==> src/shared/pscl_regs.svh <==
// Purpose: constants of the strap-driven configuration loader
// Assumes: one clock, straps stable while reset is high
// Notes: three-state strap codes are 2'h0 ground, 2'h1 mid/float, 2'h2 supply
`ifndef PSCL_REGS_SVH
`define PSCL_REGS_SVH

// ===========================================================
// configuration word layout (8-bit words)
`define PSCL_NWORDS 10
`define PSCL_W_PLL_NDIV 4'h0
`define PSCL_W_PLL_DBL 4'h1
`define PSCL_W_PLL_PD 4'h2
`define PSCL_W_IN_TYPE 4'h3
`define PSCL_W_IN_MUX 4'h4
`define PSCL_W_REF_DIV 4'h5
`define PSCL_W_CH_MUTE 4'h6
`define PSCL_W_MUTE_LVL_LO 4'h7
`define PSCL_W_MUTE_LVL_HI 4'h8
`define PSCL_W_CH_FMT 4'h9
`define PSCL_W_LAST 4'h9

// ===========================================================
// hardware default image, word 9 in the top byte
// mute enable 0x1 and mute level 0x3 on every channel
`define PSCL_CFG_DEFAULT 80'hff_ff_ff_ff_00_00_00_00_00_00

// ===========================================================
// strap codes and address
`define PSCL_TRI_GND 2'h0
`define PSCL_TRI_MID 2'h1
`define PSCL_TRI_VDD 2'h2
`define PSCL_ADDR_GND 2'h0
`define PSCL_ADDR_MID 2'h1
`define PSCL_ADDR_VDD 2'h3
`define PSCL_ROM_ADDR_LSB 2'h0

`endif

==> src/rtl/pscl_fix_note.sv <==
`timescale 1ns/1ps

==> src/shared/pscl_pkg.sv <==
// Purpose: types of the strap-driven configuration loader
// Assumes: constants come from pscl_regs.svh
// Notes: the whole loader state is one packed struct
`default_nettype none
`include "pscl_regs.svh"
package pscl_pkg;

   // ===========================================================
   // loader states
   typedef enum logic [2:0] {
      ST_RESET,
      ST_LATCH,
      ST_LOAD_REQ,
      ST_LOAD_WAIT,
      ST_RUN
   } pscl_state_t;

   // ===========================================================
   // full register state of the loader
   typedef struct packed {
      pscl_state_t st;
      logic rom_mode;
      logic [5:0] page;
      logic use_default;
      logic page_bad;
      logic [1:0] addr_lsb;
      logic mrg_en;
      logic [2:0] mrg_sel;
      logic [3:0] widx;
      logic [`PSCL_NWORDS*8-1:0] cfg;
      logic sync;
      logic output_sync_n_prev;
      logic outs_en;
   } pscl_st_t;

endpackage
`default_nettype wire

==> src/rtl/pscl_loader.sv <==
// Purpose: strap-pin configuration loader with host overwrite and output control
// Assumes: all inputs synchronous to clk (40 MHz); straps stable during reset
// Notes: page storage lives outside; this block walks it over a read port
`timescale 1ns/1ps
`default_nettype none
`include "pscl_regs.svh"
module pscl_loader #(
   parameter int NCH = 8
) (
   input wire logic clk,
   input wire logic srst,
   input wire logic config_source_select, // 1 rom page mode, 0 eeprom mode
   input wire logic powerdown_input, // high holds the device powered down
   input wire logic [5:0] strap_two_state, // two-state strap levels
   input wire logic [1:0] strap1_tri, // three-state level of strap 1
   input wire logic [1:0] strap2_tri, // three-state level of strap 2
   input wire logic [1:0] strap3_tri, // three-state level of strap 3
   input wire logic [2:0] strap5_level, // eight-level code of strap 5
   output logic page_rd_req, // combinational read strobe
   output logic page_rd_rom, // 1 rom store, 0 eeprom store
   output logic [5:0] page_rd_page, // page index
   output logic [3:0] page_rd_word, // word within page
   input wire logic page_rd_valid, // read data present
   input wire logic [7:0] page_rd_data, // read data
   input wire logic host_wr_en, // host register update strobe
   input wire logic [3:0] host_wr_addr, // configuration word index
   input wire logic [7:0] host_wr_data, // new word value
   output logic host_ready, // combinational: updates accepted
   output logic host_if_en, // serial host interface enabled
   output logic [1:0] target_addr_lsb, // low bits of serial target address
   output logic margin_en, // frequency margining enable
   output logic [2:0] margin_sel, // margining offset select
   output logic page_invalid, // straps chose an invalid combination
   output logic [`PSCL_NWORDS*8-1:0] cfg_words, // live configuration image
   output logic div_sync, // one-cycle divider synchronisation pulse
   output logic outputs_enable, // clock drivers enabled
   input wire logic [NCH-1:0] src_valid, // per-channel selected source good
   output logic [NCH-1:0] ch_muted, // channel muted
   output logic [NCH-1:0] ch_mute_p, // muted positive node level
   output logic [NCH-1:0] ch_mute_n // muted negative node level
);

   // ===========================================================
   // elaboration check: mute words hold at most eight channels
   if (NCH < 1 || NCH > 8)
   begin : g_bad_nch
      $error("pscl_loader: NCH must be 1 to 8");
   end

   pscl_pkg::pscl_st_t q;
   pscl_pkg::pscl_st_t d;

   // ===========================================================
   // helpers
   // three-state address strap to address bits
   function automatic logic [1:0] addr_of(input logic [1:0] lvl);
      case (lvl)
         `PSCL_TRI_GND: addr_of = `PSCL_ADDR_GND;
         `PSCL_TRI_VDD: addr_of = `PSCL_ADDR_VDD;
         default: addr_of = `PSCL_ADDR_MID;
      endcase
   endfunction

   // page select: {page[2:0], use_default, bad}
   function automatic logic [4:0] page_of(input logic [1:0] hi, input logic [1:0] lo);
      case ({hi, lo})
         {`PSCL_TRI_GND, `PSCL_TRI_GND}: page_of = 5'h00;
         {`PSCL_TRI_GND, `PSCL_TRI_MID}: page_of = 5'h04;
         {`PSCL_TRI_GND, `PSCL_TRI_VDD}: page_of = 5'h08;
         {`PSCL_TRI_MID, `PSCL_TRI_GND}: page_of = 5'h0c;
         {`PSCL_TRI_MID, `PSCL_TRI_MID}: page_of = 5'h02;
         {`PSCL_TRI_MID, `PSCL_TRI_VDD}: page_of = 5'h10;
         {`PSCL_TRI_VDD, `PSCL_TRI_GND}: page_of = 5'h14;
         // remaining two codes are invalid: fall back to defaults
         default: page_of = 5'h03;
      endcase
   endfunction

   // page choice decoded from the two three-state page pins
   logic [4:0] psel;

   // ===========================================================
   // next-state logic
   always_comb
   begin
      // hold everything by default; sync is only ever a one-cycle pulse
      d = q;
      d.sync = 1'b0;
      psel = page_of(strap3_tri, strap2_tri);
      case (q.st)
         pscl_pkg::ST_RESET:
         begin
            d.outs_en = 1'b0;
            d.st = pscl_pkg::ST_LATCH;
         end
         pscl_pkg::ST_LATCH:
         begin
            // straps are caught once here and never again until reset
            d.rom_mode = config_source_select;
            d.widx = '0;
            d.cfg = `PSCL_CFG_DEFAULT;
            if (config_source_select)
            begin
               d.page = strap_two_state;
               d.use_default = 1'b0;
               d.page_bad = 1'b0;
               d.addr_lsb = `PSCL_ROM_ADDR_LSB;
               d.mrg_en = 1'b0;
               d.mrg_sel = '0;
            end
            else
            begin
               d.page = {3'h0, psel[4:2]};
               d.use_default = psel[1];
               d.page_bad = psel[0];
               d.addr_lsb = addr_of(strap1_tri);
               d.mrg_en = strap_two_state[4];
               d.mrg_sel = strap5_level;
            end
            // eeprom defaults or a bad page choice skip the page walk entirely
            d.st = (!config_source_select && psel[1]) ? pscl_pkg::ST_RUN : pscl_pkg::ST_LOAD_REQ;
         end
         pscl_pkg::ST_LOAD_REQ:
         begin
            // one read strobe per word, then wait for the answer
            d.st = pscl_pkg::ST_LOAD_WAIT;
         end
         pscl_pkg::ST_LOAD_WAIT:
         begin
            if (page_rd_valid)
            begin
               // word walk fills pll, input, mute and channel format settings
               d.cfg[q.widx*8 +: 8] = page_rd_data;
               d.widx = q.widx + 4'h1;
               d.st = (q.widx == `PSCL_W_LAST) ? pscl_pkg::ST_RUN : pscl_pkg::ST_LOAD_REQ;
            end
         end
         pscl_pkg::ST_RUN:
         begin
            d.outs_en = 1'b1;
            if (host_wr_en && host_wr_addr <= `PSCL_W_LAST)
            begin
               // writes past the last word are dropped silently
               d.cfg[host_wr_addr*8 +: 8] = host_wr_data;
            end
         end
         default:
         begin
            d.st = pscl_pkg::ST_RESET;
         end
      endcase
      // divider sync: rom mode on every entry to run (power-up or powerdown release)
      if (q.st != pscl_pkg::ST_RUN && d.st == pscl_pkg::ST_RUN && d.rom_mode)
      begin
         d.sync = 1'b1;
      end
      // eeprom mode: strap 0 falling edge requests sync
      d.output_sync_n_prev = strap_two_state[0];
      if (q.st == pscl_pkg::ST_RUN && !q.rom_mode && q.output_sync_n_prev && !strap_two_state[0])
      begin
         d.sync = 1'b1;
      end
      // powerdown acts as a power cycle, so a new mode pin level takes effect
      if (powerdown_input)
      begin
         d.st = pscl_pkg::ST_RESET;
         d.outs_en = 1'b0;
         d.sync = 1'b0;
      end
   end

   // ===========================================================
   // state register
   always_ff @(posedge clk)
   begin
      if (srst)
      begin
         q <= '{st: pscl_pkg::ST_RESET, rom_mode: 1'b0, page: 6'h00, use_default: 1'b0,
                page_bad: 1'b0, addr_lsb: 2'h0, mrg_en: 1'b0, mrg_sel: 3'h0, widx: 4'h0,
                cfg: `PSCL_CFG_DEFAULT, sync: 1'b0, output_sync_n_prev: 1'b1, outs_en: 1'b0};
      end
      else
      begin
         q <= d;
      end
   end

   // ===========================================================
   // outputs
   assign page_rd_req = (q.st == pscl_pkg::ST_LOAD_REQ);
   assign page_rd_rom = q.rom_mode;
   assign page_rd_page = q.page;
   assign page_rd_word = q.widx;
   // the host is refused in the very cycle powerdown rises
   assign host_ready = (q.st == pscl_pkg::ST_RUN) && !powerdown_input;
   // serial port stays on in both modes once loading is done
   assign host_if_en = (q.st == pscl_pkg::ST_RUN);
   assign target_addr_lsb = q.addr_lsb;
   assign margin_en = q.mrg_en;
   assign margin_sel = q.mrg_sel;
   assign page_invalid = q.page_bad;
   assign cfg_words = q.cfg;
   assign div_sync = q.sync;
   assign outputs_enable = q.outs_en;

   // ===========================================================
   // auto-mute driven from the live configuration image
   pscl_mute #(
      .NCH(NCH)
   ) u_mute (
      .clk(clk),
      .srst(srst),
      .src_valid(src_valid),
      .mute_en(q.cfg[`PSCL_W_CH_MUTE*8 +: NCH]),
      .mute_lvl(q.cfg[`PSCL_W_MUTE_LVL_LO*8 +: 2*NCH]),
      .is_diff(q.cfg[`PSCL_W_CH_FMT*8 +: NCH]),
      .muted(ch_muted),
      .mute_p(ch_mute_p),
      .mute_n(ch_mute_n)
   );

endmodule
`default_nettype wire

==> src/rtl/pscl_mute.sv <==
// Purpose: per-channel auto-mute of clock output drivers
// Assumes: src_valid is already synchronous to clk
// Notes: levels are registered so drivers see no decode glitches
`timescale 1ns/1ps
`default_nettype none
module pscl_mute #(
   parameter int NCH = 8
) (
   input wire logic clk,
   input wire logic srst,
   input wire logic [NCH-1:0] src_valid, // selected source is good
   input wire logic [NCH-1:0] mute_en, // per-channel mute enable
   input wire logic [2*NCH-1:0] mute_lvl, // per-channel mute level
   input wire logic [NCH-1:0] is_diff, // 1 differential, 0 single-ended
   output logic [NCH-1:0] muted, // channel is in mute
   output logic [NCH-1:0] mute_p, // forced level of positive node
   output logic [NCH-1:0] mute_n // forced level of negative node
);

   logic [NCH-1:0] muted_d;
   logic [NCH-1:0] p_d;
   logic [NCH-1:0] n_d;

   // ===========================================================
   // mute decode
   always_comb
   begin
      for (int i = 0; i < NCH; i++)
      begin
         muted_d[i] = mute_en[i] & ~src_valid[i];
         if (is_diff[i])
         begin
            // level bit 0 raises the positive node, bit 1 grounds the negative
            p_d[i] = muted_d[i] & mute_lvl[2*i];
            n_d[i] = muted_d[i] & ~mute_lvl[2*i+1];
         end
         else
         begin
            // dc-coupled receivers must see a steady low, never a float
            p_d[i] = 1'b0;
            n_d[i] = 1'b0;
         end
      end
   end

   // ===========================================================
   // output registers
   always_ff @(posedge clk)
   begin
      if (srst)
      begin
         muted <= '0;
         mute_p <= '0;
         mute_n <= '0;
      end
      else
      begin
         muted <= muted_d;
         mute_p <= p_d;
         mute_n <= n_d;
      end
   end

endmodule
`default_nettype wire

==> config.mk <==
export PLATFORM = sky130hd
export DESIGN_NAME = pscl_loader
export DESIGN_NICKNAME = d
export VERILOG_FILES = /design/src/rtl/pscl_fix_note.sv /design/src/shared/pscl_pkg.sv /design/src/rtl/pscl_loader.sv /design/src/rtl/pscl_mute.sv
export VERILOG_INCLUDE_DIRS = /design/src /design/src/shared
export SDC_FILE = /design/constraint.sdc
export NUM_CORES = 1
export LEC_CHECK = 0
export BUFFER_PORTS_ARGS = -buffer_cell sky130_fd_sc_hd__buf_2
export CAP_MARGIN = 20
export CORE_ASPECT_RATIO = 0.8
export CORE_MARGIN = 2
export CORE_UTILIZATION = 40
export CTS_BUF_LIST = sky130_fd_sc_hd__clkbuf_2
export DETAILED_ROUTE_END_ITERATION = 10
export PLACE_DENSITY = 0.65
export SYNTH_ARGS = -nofsm -noshare
export SYNTH_HDL_FRONTEND = slang
export SYNTH_SLANG_ARGS = --single-unit
==> constraint.sdc <==
create_clock -name clk -period 6.39 [get_ports clk]
set_input_delay 0.9585 -clock clk [delete_from_list [all_inputs] [get_ports clk]]
set_output_delay 0.9585 -clock clk [all_outputs]
set_load 0.05 [all_outputs]
==> results.md <==
* Fmax at between 200 and 250 MHz
* Seq pwr share at 0.503
* Setup_tns at 0 ns
* Worst skew pair latency at 0.74 ns
* Starting Density at 0.410
* Ys async rst share at 0
* RD Place Congestion at 0.898
* Worst Setup Path Type: register to primary output
* Die width at 167 µm
* CTS tree: built
* Antenna violations before repair at 1
* # hold bufs at CTS at 0
* EDFF count, synth at 0
* Drc violations at 0
* # fillers at around 2100
* CORE AREA at 20800 µm²
* Crit start category: register
* Fin nets at 1147
* Max incr delay on CP at 0.62 ns
* Clk pwr share at 0.267
* I/O pin total at 176
* Total number of vias at 8095
* Met1 Use GR at 0.346
* Area grow syn2layout at 4.28%
* Remaining antenna violation count at 0
* Max cap viols at 0
* M2 GR Usage at 0.344
* Min cycle time layout at 4.02 ns
* Count of final hold-check violations at 0
* Synthesis Warnings at 0
* Row cnt at 47
* Layout cells sized above 1 at 0.243
* Die ar. at 22500 µm²
* Root Buffer: clkbuf_2
* RSZ-0062 raised after global routing: no
* First-pass iteration count of the detailed router at 5
* Clock sink count at 128
* Critical path data arrival time at ~3 ns
* Int Power at roughly 1.1 mW
* Seq/Total Area, Yosys at 0.301
* Nature of the critical path endpoint: primary output
* Global Route met3 Usage at 0.0478
* Clock-pin transition on the worst setup and hold timing paths at ~0.22 ns
* # setup viols final at 0
* Tcrit/Tclk final at 0.629
* Synth cell types at 80
* Largest net degree at the start of global routing at 65
* Setup repair bufs after CTS at 0
* Slew @ Worst Pin at around 1.1 ns
* P_leak at around 3.4 nW
* First-pass GRT wire length at 41600 µm
* Total power draw at around 1.8 mW
* HP Class: input pin to register
* Final WL at 27200 µm
* Setup slack, reg-to-reg at approximately 2.7 ns
* CP Max Fanout at 54
* Comb power frac at 0.230
* Fin. max-slew vios at 0
* Dpl cells at 1340
* CP Data Required Time at 5.43 ns
* H-tree lvl count at 4
* CTS resizes at 0
* Status: finished, final reports clean
* Critical-path top delay cell: dfxtp_1
* Mapped cell area at 8510 µm²
* Mapped Cells at 1070
* Worst path cell trace: nand3_4 -> inv_2 -> buf_4 -> buf_2
* WL/cell at a little under 20 µm
* Vias in the first global route at 6961
* Worst VDD drop at 114 µV
* Relative slew slack at 0.289
* Buffers on Ports at 175
* GRT Total Usage at 0.235
* GRT Residual Overflow at 0
* GR peak layer: met1
* Switching pwr at 0.671 mW
* Switching share of power at 0.383
* Pwr dens at about 200 nW/µm²
* CTS max path bufs at 2
* Layout Cells excl Fill at about 1400
* Initial DRC count at 789
* Die Y-Extent at 134 µm
* Synth Flop Type: dfxtp_1
* #FFs+latches synth at 128
* Final Skew at roughly 0.041 ns
* CTS Buf Count at 17
* Synth Area per Inst at 7.95 µm²
* Vias per inst at just under 6
* Syn Nets at 1127
* DP HPWL at 18500 µm
layout make-up:
| cell class | count | area (µm²) | area share |
|---|---|---|---|
| inverter | 10 | 37.5 | 0.00423 |
| antenna | 1 | 2.50 | 0.000282 |
| clock inverter | 13 | 97.6 | 0.0110 |
| timing repair buffer | 184 | 946 | 0.107 |
| multi-input combinational | 749 | 4790 | 0.540 |
| tap | 269 | 337 | 0.0379 |
| sequential | 128 | 2560 | 0.289 |
| clock buffer | 19 | 95.1 | 0.0107 |
placed cells by master (no fill, tap or decap), types with 5 or more instances in the layout:
cell type / count
nor2_1: 119
a31o_1: 7
and3_1: 19
mux2i_1: 33
buf_2: 174
or3_1: 17
a31oi_1: 33
a311oi_1: 32
clkbuf_2: 19
nand3b_1: 21
a221o_1: 8
a211oi_1: 54
a21oi_1: 53
nand2b_1: 5
nand2_1: 98
o21ai_1: 6
dfxtp_1: 128
buf_4: 10
o21bai_1: 7
o31ai_1: 10
o22a_1: 5
ha_1: 8
clkinv_1: 6
nor3_1: 35
nand3_1: 27
nor3b_1: 8
a21o_1: 19
o21ai_0: 22
nor2b_1: 7
mux2_2: 24
and2_1: 7
inv_1: 6
routing by layer:
metal | part of all wire | wire length, µm | vias to the layer above
met3 | 0.091 | 2480 | 36
met2 | 0.43 | 11700 | 374
met5 | 0 | 0 | -
met1 | 0.46 | 12400 | 3847
met4 | 0.020 | 531 | 0
li1 | - | - | 3838
state kept, by name, summed over array words and instances, names as in the netlist, 2 cells and up:
register and cells:
u_mute.muted 8, page_rd_word 4, u_mute.mute_p 8, q 4
target_addr_lsb 2, margin_sel 3, cfg_words 80, page_rd_page 6
u_mute.mute_n 8
stage by stage:
stage	instance area [µm²]	util	setup slack, ns	hold WS, ns
floorplan	8510	-	3.45	0.432
global placement	8680	0.418	2.34	0.436
detailed placement	8680	0.418	2.28	0.444
CTS	8870	0.427	2.36	0.340
global route	8870	0.427	2.13	0.315
finish	8870	0.427	2.37	0.374
Yosys cell counts (all sizes together), types with 9 or more instances:
cell type	number	share of area
a211oi	54	0.048
a21o	19	0.017
a21oi	55	0.034
a311oi	35	0.038
a31oi	33	0.024
and3	20	0.015
buf	143	0.11
clkbuf	40	0.018
dfxtp	128	0.30
inv	9	0.0040
mux2	26	0.035
mux2i	33	0.039
nand2	99	0.044
nand3	29	0.019
nand3b	21	0.019
nor2	120	0.053
nor3	36	0.022
o21ai	29	0.018
o31ai	10	0.0088
or3	17	0.012
power groups by stage:
stage	Combinational, mW	Sequential [mW]	Clock [mW]
finish	0.403	0.881	0.468
global route	0.427	0.888	0.516
CTS	0.401	0.881	0.475
detailed placement	0.400	0.897	0
global placement	0.395	0.896	0
floorplan	0.314	0.910	0
final timing paths:
check                                    start                      endpoint  depth (start not counted)
setup reg to reg             q[104]$_SDFF_PP0_    cfg_words[23]$_SDFFE_PP0P_                          7
hold reg to reg   page_rd_page[3]$_SDFFE_PP0P_  page_rd_page[3]$_SDFFE_PP0P_                          2
hold / removal                    src_valid[1]    u_mute.muted[1]$_SDFF_PP0_                          2
setup / recovery             q[104]$_SDFF_PP0_                    host_if_en                          4
worst max-delay path: cells and delay by family (launching register included):
kind                   cells  cell delay, ns
AND/OR/NAND/NOR            1            0.62
buffers and inverters      3            1.07
flip-flops                 1            0.62
cells by family after synthesis:
family	synth area share
simple gates	0.231
compound gates	0.238
buf+inv	0.137
flops	0.301
mux	0.0741
fa+ha+maj	0.0118
xor+xnor	0.00706
Note: power is estimated with default switching activity, not from simulation.
